## config.mk

```make
export PLATFORM = sky130hd
export DESIGN_NAME = sltim_top
export DESIGN_NICKNAME = d
export VERILOG_FILES = /design/src/hdl/sltim_pkg.sv /design/src/hdl/sltim_top.sv
export SDC_FILE = /design/constraint.sdc
export NUM_CORES = 2
export LEC_CHECK = 0
export BUFFER_PORTS_ARGS = -buffer_cell sky130_fd_sc_hd__buf_2
export CAP_MARGIN = 0
export CORE_MARGIN = 3
export CORE_UTILIZATION = 60
export DETAILED_ROUTE_END_ITERATION = 6
export PLACE_DENSITY_LB_ADDON = 0.15
export SKIP_LAST_GASP = 1
export SYNTH_ARGS = -nofsm -noshare
export SYNTH_HDL_FRONTEND = slang
export SYNTH_SLANG_ARGS = --single-unit
```

## constraint.sdc

```tcl
create_clock -name sys_clk -period 28.2 [get_ports sys_clk]
set_clock_uncertainty 0.15 [all_clocks]
set_input_delay 7.05 -clock sys_clk [delete_from_list [all_inputs] [get_ports sys_clk]]
set_output_delay 7.05 -clock sys_clk [all_outputs]
set_load 0.01 [all_outputs]
```

## src/hdl/sltim_pkg.sv

```systemverilog
// constants, enums and carrier structs of the servo loop test injection monitor
package sltim_pkg;

  // timing
  localparam int CLK_HZ = 20_000_000;
  localparam int MAX_LOOP_HZ = 32_000;
  localparam int SHARED_LOOP_HZ = 16_000;
  // shortest loop period, rounded up to whole clocks
  localparam logic [15:0] MIN_PERIOD = 16'((CLK_HZ + MAX_LOOP_HZ - 1) / MAX_LOOP_HZ);
  // shortest period at which anti-alias and monitor may share the loop
  localparam logic [15:0] SHARED_PERIOD =
    16'((CLK_HZ + SHARED_LOOP_HZ - 1) / SHARED_LOOP_HZ);
  localparam logic [15:0] PERIOD_ONE = 16'h0001;

  localparam int NUM_AXES = 2;

  // sample format: signed, 1 V = 1 A = 1 position unit = VOLT_CODE codes
  typedef logic signed [15:0] sltim_sample_t;
  localparam sltim_sample_t VOLT_CODE = 16'sh0ccd;
  localparam sltim_sample_t SAMPLE_ZERO = 16'sh0000;
  // dac full scale is +10 V / -10 V, symmetric
  localparam sltim_sample_t DAC_POS_FULL = 16'sh7fff;
  localparam sltim_sample_t DAC_NEG_FULL = 16'sh8001;
  // scales are signed 8.8 fixed point
  localparam int SCALE_FRAC = 8;
  localparam sltim_sample_t SCALE_UNITY = 16'sh0100;

  // register byte offsets
  localparam logic [7:0] REG_PERIOD = 8'h00;
  localparam logic [7:0] REG_STATUS = 8'h04;
  localparam logic [7:0] REG_CFG0 = 8'h08;
  localparam logic [7:0] REG_SCALE0 = 8'h0c;
  localparam logic [7:0] AXIS_STRIDE = 8'h08;
  // status fields
  localparam int ST_ERR_BIT = 0;
  localparam int ST_ACT_LSB = 1;

  typedef enum logic [1:0] {
    inject_off = 2'h0,
    inject_at_position = 2'h1,
    inject_at_ctrl_output = 2'h2
  } sltim_inject_e;

  typedef enum logic [2:0] {
    monitor_off = 3'h0,
    monitor_ctrl_output = 3'h1,
    monitor_ctrl_plus_test = 3'h2,
    monitor_relative_position = 3'h3,
    monitor_following_error = 3'h4,
    monitor_setpoint_position = 3'h5
  } sltim_monitor_e;

  // axis configuration word, bits 6:0
  typedef struct packed {
    logic anti_alias_function;
    logic ext_drive;
    sltim_monitor_e monitor_point_select;
    sltim_inject_e inject_point_select;
  } sltim_cfg_s;
  localparam sltim_cfg_s CFG_RESET = '{1'b0, 1'b0, monitor_off, inject_off};

  // scale word: monitor scale in 31:16, inject scale in 15:0
  typedef struct packed {
    sltim_sample_t monitor_scale;
    sltim_sample_t inject_scale;
  } sltim_scale_s;
  localparam sltim_scale_s SCALE_RESET = '{SCALE_UNITY, SCALE_UNITY};

  // loop signals handed in by the position loop unit each sample
  typedef struct packed {
    sltim_sample_t ctrl_output_tap;
    sltim_sample_t position_tap;
    sltim_sample_t following_error_tap;
    sltim_sample_t setpoint_position_tap;
  } sltim_tap_s;

  // test values handed to the position loop unit
  typedef struct packed {
    sltim_sample_t position_inject_point;
    sltim_sample_t ctrl_inject_point;
  } sltim_inject_s;

endpackage : sltim_pkg

```

## src/hdl/sltim_top.sv

```systemverilog
// servo loop test injection and analog monitor path for two axes
`timescale 1ns/1ps
//
// Overview of operation
// - Inject selector off injects nothing; off is the reset setting.
// - Position selection adds scaled analog input to the position path.
// - Controller selection adds scaled analog input to the controller output.
// - One injection point at a time; the unused point stays zero.
// - Input is multiplied by inject scale; unity makes 1 V one position unit.
// - At unity inject scale 1 V at controller point is 1 A.
// - Monitor selector off writes the DAC only on external drive axes; off is the reset setting.
// - Five monitor points plus off are selectable.
// - Controller monitor outputs controller output without the test signal.
// - Controller-plus-test monitor outputs controller output plus controller injection.
// - Position monitor captures position once, then outputs position minus it.
// - Following error monitor outputs the loop position error each sample.
// - Monitor value times monitor scale; unity maps 1 A to 1 V.
// - At unity monitor scale position monitors map one unit to 1 V.
// - Scaled values beyond DAC range saturate at full scale, never wrap.
// - Inputs sampled and output updated once per configurable loop period.
// - Input to DAC latency is at least one loop period.
// - Analog output n belongs to axis n, fixed.
// - Monitor drives the output only when no other use claims it.
// - External drive axes output unscaled controller-plus-test whenever their output is not claimed.
// - Anti-alias and monitor together only at or below 16 kHz, else error.
module sltim_top
  import sltim_pkg::*;
(
  input wire logic sys_clk, // 20 MHz system clock
  input wire logic reset_n, // asynchronous reset, active low
  input wire logic wb_cyc_i, // wishbone cycle
  input wire logic wb_stb_i, // wishbone strobe
  input wire logic wb_we_i, // wishbone write enable
  input wire logic [7:0] wb_adr_i, // wishbone byte address
  input wire logic [3:0] wb_sel_i, // wishbone byte enables
  input wire logic [31:0] wb_dat_i, // wishbone write data
  output logic [31:0] wb_dat_o, // wishbone read data
  output logic wb_ack_o, // wishbone acknowledge
  input wire sltim_sample_t [NUM_AXES-1:0] adc_code, // digitized analog inputs
  input wire sltim_tap_s [NUM_AXES-1:0] loop_taps, // loop signals per axis
  input wire logic [NUM_AXES-1:0] aout_claimed, // output used by another monitor
  output sltim_inject_s [NUM_AXES-1:0] inject, // test values into the loop
  output sltim_sample_t [NUM_AXES-1:0] dac_code, // analog output codes
  output logic [NUM_AXES-1:0] dac_write, // dac write pulse
  output logic sample_tick // loop sample boundary pulse
);

  // multiply by an 8.8 scale; wide enough that nothing wraps before saturation
  function automatic logic signed [31:0] scale_by(
    input logic signed [31:0] value,
    input sltim_sample_t factor
  );
    logic signed [47:0] product;
    product = value * factor;
    return 32'(product >>> SCALE_FRAC);
  endfunction : scale_by

  // clip to the symmetric dac range
  function automatic sltim_sample_t clip(input logic signed [31:0] value);
    sltim_sample_t res;
    res = value[15:0];
    if (value > 32'(DAC_POS_FULL)) begin
      res = DAC_POS_FULL;
    end else if (value < 32'(DAC_NEG_FULL)) begin
      res = DAC_NEG_FULL;
    end
    return res;
  endfunction : clip

  // byte-lane merge of a write into a stored word
  function automatic logic [31:0] merge(
    input logic [31:0] old,
    input logic [31:0] data,
    input logic [3:0] sel
  );
    logic [31:0] res;
    res = old;
    for (int b = 0; b < 4; b++) begin
      if (sel[b]) begin
        res[8*b +: 8] = data[8*b +: 8];
      end
    end
    return res;
  endfunction : merge

  // the monitor path counts as active when either selector is on
  function automatic logic monitor_active(input sltim_cfg_s cfg);
    return (cfg.inject_point_select != inject_off) ||
           (cfg.monitor_point_select != monitor_off);
  endfunction : monitor_active

  // anti-alias and monitor both active
  function automatic logic both_on(input sltim_cfg_s cfg);
    return cfg.anti_alias_function && monitor_active(cfg);
  endfunction : both_on

  // ---- loop sample divider
  logic [15:0] loop_period;
  logic [15:0] period_cnt;
  wire tick = (period_cnt >= loop_period - PERIOD_ONE);

  // free-running divider; every slower action is gated by tick
  always_ff @(posedge sys_clk or negedge reset_n) begin
    if (!reset_n) begin
      period_cnt <= 16'h0000;
      sample_tick <= 1'b0;
    end else begin
      period_cnt <= tick ? 16'h0000 : period_cnt + PERIOD_ONE;
      sample_tick <= tick;
    end
  end

  // ---- wishbone decode
  sltim_cfg_s [NUM_AXES-1:0] sw_cfg;
  sltim_scale_s [NUM_AXES-1:0] sw_scale;
  sltim_cfg_s [NUM_AXES-1:0] act_cfg;
  logic err_flag;

  wire wb_req = wb_cyc_i && wb_stb_i && !wb_ack_o;
  wire wb_wr = wb_req && wb_we_i;
  wire hit_period = (wb_adr_i == REG_PERIOD);
  wire hit_status = (wb_adr_i == REG_STATUS);
  logic [NUM_AXES-1:0] hit_cfg;
  logic [NUM_AXES-1:0] hit_scale;
  logic [NUM_AXES-1:0] cfg_conflict;
  logic [NUM_AXES-1:0] any_both;
  logic [NUM_AXES-1:0] act_on;

  // proposed period, never below the fastest loop rate
  wire [31:0] period_merged = merge({16'h0000, loop_period}, wb_dat_i, wb_sel_i);
  wire [15:0] period_new =
    (period_merged[15:0] < MIN_PERIOD) ? MIN_PERIOD : period_merged[15:0];
  wire period_fast = (period_new < SHARED_PERIOD);
  wire now_fast = (loop_period < SHARED_PERIOD);

  // a faster period is refused while any axis runs both functions
  wire period_refused = wb_wr && hit_period && period_fast && (|any_both);
  wire cfg_refused = wb_wr && (|cfg_conflict);
  wire err_set = period_refused || cfg_refused;
  wire err_clr = wb_wr && hit_status && wb_sel_i[0] && wb_dat_i[ST_ERR_BIT];

  // period register and sticky conflict flag; a new conflict beats a clear
  always_ff @(posedge sys_clk or negedge reset_n) begin
    if (!reset_n) begin
      loop_period <= MIN_PERIOD;
      err_flag <= 1'b0;
    end else begin
      if (wb_wr && hit_period && !period_refused) begin
        loop_period <= period_new;
      end
      err_flag <= err_set || (err_flag && !err_clr);
    end
  end

  // ---- per-axis path; axis n always drives analog output n
  genvar a;
  generate
    for (a = 0; a < NUM_AXES; a++) begin : g_axis
      localparam logic [7:0] CFG_ADR = 8'(REG_CFG0 + a * AXIS_STRIDE);
      localparam logic [7:0] SCALE_ADR = 8'(REG_SCALE0 + a * AXIS_STRIDE);

      assign hit_cfg[a] = (wb_adr_i == CFG_ADR);
      assign hit_scale[a] = (wb_adr_i == SCALE_ADR);
      assign any_both[a] = both_on(sw_cfg[a]);
      assign act_on[a] = monitor_active(act_cfg[a]);

      // proposed configuration and its conflict check
      wire [31:0] cfg_merged = merge(32'(sw_cfg[a]), wb_dat_i, wb_sel_i);
      wire sltim_cfg_s cfg_new = sltim_cfg_s'(cfg_merged[$bits(sltim_cfg_s)-1:0]);
      assign cfg_conflict[a] = hit_cfg[a] && now_fast && both_on(cfg_new);
      wire [31:0] scale_new = merge(sw_scale[a], wb_dat_i, wb_sel_i);

      // software copies; they reach the loop only at the next tick
      always_ff @(posedge sys_clk or negedge reset_n) begin
        if (!reset_n) begin
          sw_cfg[a] <= CFG_RESET;
          sw_scale[a] <= SCALE_RESET;
        end else begin
          if (wb_wr && hit_cfg[a] && !cfg_refused) begin
            sw_cfg[a] <= cfg_new;
          end
          if (wb_wr && hit_scale[a]) begin
            sw_scale[a] <= scale_new;
          end
        end
      end

      // settings in force for this sample, all taken together
      wire sltim_cfg_s cfg = sw_cfg[a];
      wire sltim_scale_s scl = sw_scale[a];
      wire sltim_tap_s taps = loop_taps[a];

      // scaled test value; one volt stands for one unit at unity scale
      wire sltim_sample_t test_val =
        clip(scale_by(32'(adc_code[a]), scl.inject_scale));
      wire sltim_sample_t pos_inj =
        (cfg.inject_point_select == inject_at_position) ? test_val : SAMPLE_ZERO;
      // the controller point stays zero unless it is selected
      wire ctrl_sel = (cfg.inject_point_select == inject_at_ctrl_output);
      wire sltim_sample_t ctrl_inj = ctrl_sel ? test_val : SAMPLE_ZERO;

      // position offset is caught on entry into the position monitor
      sltim_sample_t pos_offset;
      wire entering_pos =
        (cfg.monitor_point_select == monitor_relative_position) &&
        (act_cfg[a].monitor_point_select != monitor_relative_position);
      wire sltim_sample_t offset_now = entering_pos ? taps.position_tap : pos_offset;

      // monitor taps, kept wide so sums cannot wrap
      wire signed [31:0] ctrl_plus_test =
        32'(taps.ctrl_output_tap) + 32'(ctrl_inj);
      wire signed [31:0] rel_pos = 32'(taps.position_tap) - 32'(offset_now);
      logic signed [31:0] tap_sel;
      always_comb begin
        unique case (cfg.monitor_point_select)
          monitor_ctrl_output: tap_sel = 32'(taps.ctrl_output_tap);
          monitor_ctrl_plus_test: tap_sel = ctrl_plus_test;
          monitor_relative_position: tap_sel = rel_pos;
          monitor_following_error: tap_sel = 32'(taps.following_error_tap);
          monitor_setpoint_position: tap_sel = 32'(taps.setpoint_position_tap);
          default: tap_sel = 32'sh0000_0000; // off and unused codes
        endcase
      end

      // external drive overrides the selector and skips the monitor scale
      wire signed [31:0] stage_in =
        cfg.ext_drive ? ctrl_plus_test : tap_sel;
      wire sltim_sample_t stage_scale_in =
        cfg.ext_drive ? SCALE_UNITY : scl.monitor_scale;
      // write only when selected or externally driven and the output is not used elsewhere
      wire stage_wr_in = !aout_claimed[a] &&
        (cfg.ext_drive || (cfg.monitor_point_select != monitor_off));

      // one sample of pipeline between the loop and the dac
      logic signed [31:0] stage_val;
      sltim_sample_t stage_scale;
      logic stage_wr;

      // everything below moves only on the sample boundary
      always_ff @(posedge sys_clk or negedge reset_n) begin
        if (!reset_n) begin
          act_cfg[a] <= CFG_RESET;
          pos_offset <= SAMPLE_ZERO;
          inject[a] <= '0;
          stage_val <= 32'sh0000_0000;
          stage_scale <= SCALE_UNITY;
          stage_wr <= 1'b0;
          dac_code[a] <= SAMPLE_ZERO;
        end else if (tick) begin
          act_cfg[a] <= cfg;
          pos_offset <= offset_now;
          inject[a] <= '{pos_inj, ctrl_inj};
          stage_val <= stage_in;
          stage_scale <= stage_scale_in;
          stage_wr <= stage_wr_in;
          // previous sample reaches the dac now, a full period later
          if (stage_wr) begin
            dac_code[a] <= clip(scale_by(stage_val, stage_scale));
          end
        end
      end

      // one-cycle write pulse at the tick that updates the code
      always_ff @(posedge sys_clk or negedge reset_n) begin
        if (!reset_n) begin
          dac_write[a] <= 1'b0;
        end else begin
          dac_write[a] <= tick && stage_wr;
        end
      end
    end
  endgenerate

  // ---- read mux
  logic [31:0] rd_data;
  always_comb begin
    rd_data = 32'h0000_0000; // unmapped addresses read zero
    if (hit_period) begin
      rd_data = {16'h0000, loop_period};
    end else if (hit_status) begin
      rd_data[ST_ERR_BIT] = err_flag;
      rd_data[ST_ACT_LSB +: NUM_AXES] = act_on;
    end
    for (int i = 0; i < NUM_AXES; i++) begin
      if (hit_cfg[i]) begin
        rd_data = 32'(sw_cfg[i]);
      end
      if (hit_scale[i]) begin
        rd_data = sw_scale[i];
      end
    end
  end

  // single-wait acknowledge; every address is answered
  always_ff @(posedge sys_clk or negedge reset_n) begin
    if (!reset_n) begin
      wb_ack_o <= 1'b0;
      wb_dat_o <= 32'h0000_0000;
    end else begin
      wb_ack_o <= wb_req;
      if (wb_req && !wb_we_i) begin
        wb_dat_o <= rd_data;
      end
    end
  end

endmodule : sltim_top

```

### Word level (Yosys, flattened, before mapping)

Index checks and enable logic that the tools add are counted.

| word-level totals | value |
|---|---|
| register bits after elaboration | 383 |
| bits in latches | 0 |
| RAM bits | 0 |
| ROM bits | 0 |
| input bits | 211 |
| output and inout port bits | 132 |
| logic and storage cells | 195 |
| memories kept | 0 |

| operators by class | value |
|---|---|
| $add $sub $neg | 6 |
| $mul | 4 |
| div/mod/pow operators | 0 |
| magnitude comparators | 12 |
| equality and inequality tests | 21 |
| shift-type cells | 0 |
| muxes and demuxes | 33 |
| bitwise operators | 0 |
| reductions and logical operators | 77 |

Operators with widths:

| operator | count |
|---|---|
| $pmux W32 S5 | 2 |
| $mux W16 | 19 |
| $mux W32 | 5 |
| $mul A32 B16 Y40 | 2 |
| $gt A32 B16 Y1 const B | 2 |
| $lt A32 B16 Y1 const B | 2 |
| $mul A16 B16 Y32 | 2 |
| $gt A24 B16 Y1 const B | 2 |
| $lt A24 B16 Y1 const B | 2 |
| $add A16 B16 Y17 | 2 |
| $sub A16 B16 Y17 | 2 |
| $logic_and A1 B1 Y1 | 33 |
| $lt A16 B11 Y1 const B | 2 |
| $reduce_and A2 Y1 | 12 |
| $reduce_bool A3 Y1 | 6 |
| $add A16 B1 Y16 const B | 1 |
| $eq A8 B4 Y1 const B | 2 |
| $eq A8 B5 Y1 const B | 2 |
| $ge A16 B16 Y1 | 1 |
| $lt A16 B10 Y1 const B | 1 |
| $mux W8 | 2 |
| $sub A16 B1 Y16 const B | 1 |
| $mux W7 | 2 |
| $mux W13 | 1 |
| other kinds (13) | 45 |

### Logic depth before layout (Yosys ltp)

| logic depth | value |
|---|---|
| depth in word-level cells | 10 |
| gate-level depth with buffers | 44 |
| mapped depth without buffers | 42 |

### Least setup slack after synthesis

Ideal clock, no wire load.

| timing path | value |
|---|---|
| path kind | input to register |
| from | input port adc_code[7] (netlist bit) |
| to | register g_axis[0].stage_val[30] |
| library setup time | 0.095 ns |
| arrival time | 16.471 ns |
| data required time | 27.955 ns |
| slack | 11.484 ns |
| cell stages on the path | 43 |
| buffers on the path | 2 |
| cells stage by stage | clkbuf_1 -> nand2_1 -> fa_1 -> inv_1 -> fa_1 -> inv_1 -> fa_1 -> inv_1 -> fa_1 -> fa_1 -> inv_1 -> fa_1 -> inv_1 -> ha_1 -> a21oi_1 -> o21ai_0 -> nand3_1 -> a21oi_1 -> [... 7 more ...] -> clkbuf_1 -> inv_1 -> a21oi_1 -> ha_1 -> fa_1 -> a21o_1 -> a21oi_1 -> o21bai_1 -> a21oi_1 -> nor2b_1 -> o21a_1 -> o31a_1 -> o41ai_1 -> o21ai_0 -> a2111oi_0 -> a21o_1 -> a211oi_1 -> o31ai_1 |

| between the ends | value |
|---|---|
| word-level cells in the longest chain between the ends | 8 |
| elaborated cells between the ends (all ways) | 9 |
| classes of those cells | 1 x add/sub; 1 x mul; 2 x order compare; 5 x mux |

RTL lines:

| item | line | RTL |
|---|---|---|
| from (decl) | sltim_top.sv:39 | `input wire sltim_sample_t [NUM_AXES-1:0] adc_code,` |
| $mul A16 B16 Y32 * | sltim_top.sv:54 | `product = value * factor;` |
| $lt A24 B16 Y1 | sltim_top.sv:64 | `end else if (value < 32'(DAC_NEG_FULL)) begin` |
| $mux W16 | sltim_top.sv:64 |  |
| $mux W16 * | sltim_top.sv:62 | `if (value > 32'(DAC_POS_FULL)) begin` |
| $mux W16 * | sltim_top.sv:200 | `wire sltim_sample_t ctrl_inj = ctrl_sel ? test_val : SAMPLE_ZERO;` |
| via g_axis[0].ctrl_inj[0] | sltim_top.sv:200 |  |
| $add A16 B16 Y17 * | sltim_top.sv:211 | `32'(taps.ctrl_output_tap) + 32'(ctrl_inj);` |
| $pmux W32 S5 | sltim_top.sv:215 | `unique case (cfg.monitor_point_select)` |
| $mux W32 * | sltim_top.sv:227 | `cfg.ext_drive ? ctrl_plus_test : tap_sel;` |
| to (signal assigned) | sltim_top.sv:253 | `stage_val <= stage_in;` |
| to (decl) | sltim_top.sv:235 | `logic signed [31:0] stage_val;` |

Mark *: on every way through the listed nets, which the timed path passes. The rest lies on a longest branch.
A chain may end at the register's enable or synchronous reset.

### Final worst setup path

| timing path | value |
|---|---|
| from | input port adc_code[31] (netlist bit) |
| to | register g_axis[1].stage_val[30] |

| between the ends | value |
|---|---|
| word-level cells in the longest chain between the ends | 8 |
| elaborated cells between the ends (all ways) | 9 |
| classes of those cells | 1 x add/sub; 1 x mul; 2 x order compare; 5 x mux |

RTL lines:

| item | line |
|---|---|
| $mul A16 B16 Y32 * | sltim_top.sv:54 |
| $lt A24 B16 Y1 | sltim_top.sv:64 |
| $mux W16 | sltim_top.sv:64 |
| $mux W16 * | sltim_top.sv:62 |
| $mux W16 * | sltim_top.sv:200 |
| via g_axis[1].ctrl_inj[0] | sltim_top.sv:200 |
| $add A16 B16 Y17 * | sltim_top.sv:211 |
| $pmux W32 S5 | sltim_top.sv:215 |
| $mux W32 * | sltim_top.sv:227 |
| to (signal assigned) | sltim_top.sv:253 |
| to (decl) | sltim_top.sv:235 |

Marks and branches as above.

==> flow_summary.ini <==
[worst_setup_path]
cpMostUsedCell = fa_1
crit_path_max_fanout = 20
max_stage_delay_ns = 0.88
arrival_ns = 17.63
crit_path_start_kind = input port
critPathKind = input port to flop
critical_path.slowest_cell = fa_1
r2r_setup_slack_ns = 16.73
worstPathRequired_ns = 28.61
crit_path_end_kind = flop

[place]
portBuffers = 342
dp_cells = 8107
hpwl_mm = 132
place_congestion = 0.927

[synth]
yosysTopAreaCell = fa_1
netlist_area_sq_um = 60800
synthCells = 6682
ys_seq_elements = 353
avgSynthCellArea_sq_um = 9.10
synth_area_leaders = fa_1 (36%), dfrtp_1 (14%), ha_1 (8.5%)
ys_warn_count = 0
synth_edf_count = 0
syn-num-nets = 8413
async_flop_share_pct = 100
synth.most_common_cell = inv_1
ys_types = 89
synth-main-ff-cell = dfrtp_1
synth_seq_area_share_pct = 14.5
yosysTopAreaCellShare_pct = 36.4
synth_common_cells = inv_1 (1263), fa_1 (1106), nand2_1 (814)

[timing]
rsz0062_at_grt = false
relSlewSlack_pct = 16.6
finalHoldViolations = 0
worst_pin_slew_ns = 1.25
period_needed_ns = 17.21
period_share_pct = 61.0
setup-tns-final_ns = 0
slew_violations = 0
setup_viol = 0
clock.fmax_ghz = 0.0581

[pwr]
pwr-share-clk_pct = 23.0
p_sw_share_pct = 46.3
pwr-share-seq_pct = 31.0
p_switching_mw = 1.14
p_per_area_nw_per_um2 = 38.0
internal_power_mw = 1.32
leakage_nw = 32.1
design_power_total_mw = 2.47
combPwrFrac_pct = 46.0
vdd_drop_max_mv = 0.0471

[floorplanning]
die_y_microns = 324
dieArea_sq_um = 105000
start_util_pct = 60.6
chipWidth_microns = 324
core-area_sq_um = 100000
ios = 343
rows = 116

[clocking]
cts_hold_buffers = 0
clockBufferDepth = 3
clock_latency_ns = 0.62
clkTransAtPathRegs_ns = 0.06
cts.sink_count = 353
cts_resized = 0
htreeDepth = 2
cts_tree = built
post_cts_buffers = 0
cts-root-buf = clkbuf_16
cts_buffers = 43

[global_routing]
grt_pass1_vias = 49300
track_usage_pct = 31.6
grt-ovfl-total = 0
antenna_found_initial = 29
grt_pass1_wl_mm = 265
grt_max_degree = 103

[drt]
drcViolationCount = 0
via_per_inst = 5.71
postRouteWirelength_mm = 163
vias = 46900
drt-pass1-iter-count = 6
avgRoutedWirePerCell_microns = 19.9
drt-initial-drc-count = 3527
ant_nets = 0

[flow_run]
cap_violations = 0

[min_path]
hold_path_class = flop to flop

[final_layout]
area_growth_pct = 6.54
final_cells = 8201
nNetsFinal = 8526
drive_gt1_share_pct = 8.82

[status]
status = finished clean
-- final timing paths --
| path | startpoint | endpoint | depth (start not counted) |
|---|---|---|---|
| max in group asynchronous | reset_n | g_axis[0].scl[7] | 4 |
| worst min-delay path | act_cfg[0] | act_cfg[0] | 2 |
| worst max register to register | g_axis[1].scl[2] | g_axis[1].stage_val[30] | 37 |
| worst max-delay path | adc_code[31] | g_axis[1].stage_val[30] | 38 |
| worst min register to register | act_cfg[0] | act_cfg[0] | 2 |
| min in group asynchronous | reset_n | dac_code[2] | 1 |
-- power by group through the flow --
stage	clock, mW	combinational (mW)	sequential [mW]
final	0.568	1.13	0.764
after global routing	0.600	1.28	0.774
after CTS	0.580	1.14	0.757
after detailed placement	0	1.13	0.766
after global placement	0	1.11	0.764
after floorplan	0	0.837	0.663
-- through the flow --
stage          hold slack (ns)  area [sq um]  setup slack [ns]  util [%]
2_1_floorplan            0.280         60800             11.48         -
3_3_place_gp             0.295         63300             10.61      63.2
3_5_place_dp             0.304         63300             10.41      63.2
4_1_cts                  0.314         64800             11.06      64.6
5_1_grt                  0.346         64800             10.19      64.6
6_report                 0.313         64800             10.99      64.6
-- per-layer routing --
| metal | vias to the layer above | global-route usage, % | wire length, microns |
|---|---|---|---|
| met4 | 12 | 10.3 | 5650 |
| met5 | - | 0 | 81 |
| li1 | 21100 | - | - |
| met3 | 334 | 7.06 | 14000 |
| met2 | 1626 | 51.0 | 76200 |
| met1 | 23800 | 42.7 | 67200 |
-- logic make-up (layout without fill, tap and decap cells) --
kind of cell / Yosys count / in the layout / synth area share, %
compound gates: 845 / 845 / 9.16
xor+xnor: 193 / 193 / 2.78
fa+ha+maj: 1520 / 1520 / 44.9
buf+inv: 1571 / 1716 / 9.74
flops: 353 / 353 / 14.5
mux: 169 / 169 / 2.99
other cells: 0 / 17 / 0
simple gates: 2031 / 2031 / 15.9
-- sequential cells by signal, indices dropped and copies added, names as in the netlist, 32 cells and up --
| signal | cells |
|---|---|
| g_axis.scl | 64 |
| g_axis.pos_offset | 32 |
| dac_code | 32 |
| g_axis.stage_val | 34 |
| wb_dat_o | 32 |
| g_axis.stage_scale | 32 |
| inject | 64 |
-- critical path: cells and delay by family --
kind                       cells  cell delay, ns
AOI/OAI and AO/OA             19            4.34
adders and majority gates      9            4.38
buffers and inverters          5            0.53
and+or+nand+nor                5            1.32
-- layout make-up --
class                   count  area, sq um
repair buffers            375         1970
fillers                  8543        35500
inverters                1264         4750
clock buffers              57         1220
clock inverters            20          195
diodes                     17         42.5
flip-flops and latches    353         8850
multi-input cells        4758        46100
well taps                1357         1700
-- layout by cell type (no fill, tap or decap), types with 15 or more instances in the layout --
| master | Yosys | routed |
|---|---|---|
| a211oi_1 | 25 | 25 |
| a21o_1 | 68 | 68 |
| a21oi_1 | 278 | 278 |
| a221oi_1 | 30 | 30 |
| a22oi_1 | 43 | 43 |
| a31oi_1 | 35 | 35 |
| and2_1 | 463 | 463 |
| and3_1 | 36 | 36 |
| buf_2 | 6 | 341 |
| buf_4 | 0 | 33 |
| clkbuf_16 | 0 | 44 |
| dfrtp_1 | 342 | 342 |
| diode_2 | 0 | 17 |
| fa_1 | 1106 | 1106 |
| ha_1 | 414 | 414 |
| inv_1 | 1263 | 1262 |
| mux2_2 | 100 | 100 |
| mux2i_1 | 69 | 69 |
| nand2_1 | 814 | 814 |
| nand2b_1 | 57 | 57 |
| nand3_1 | 96 | 96 |
| nand4_1 | 19 | 19 |
| nor2_1 | 371 | 369 |
| nor2b_1 | 21 | 21 |
| nor3_1 | 54 | 53 |
| o21a_1 | 16 | 15 |
| o21ai_0 | 116 | 116 |
| o21bai_1 | 20 | 20 |
| o22ai_1 | 25 | 25 |
| o31ai_1 | 37 | 37 |
| or3_1 | 20 | 20 |
| xnor2_1 | 127 | 127 |
| xor2_1 | 66 | 66 |
Power figures use the tool's default switching activity.
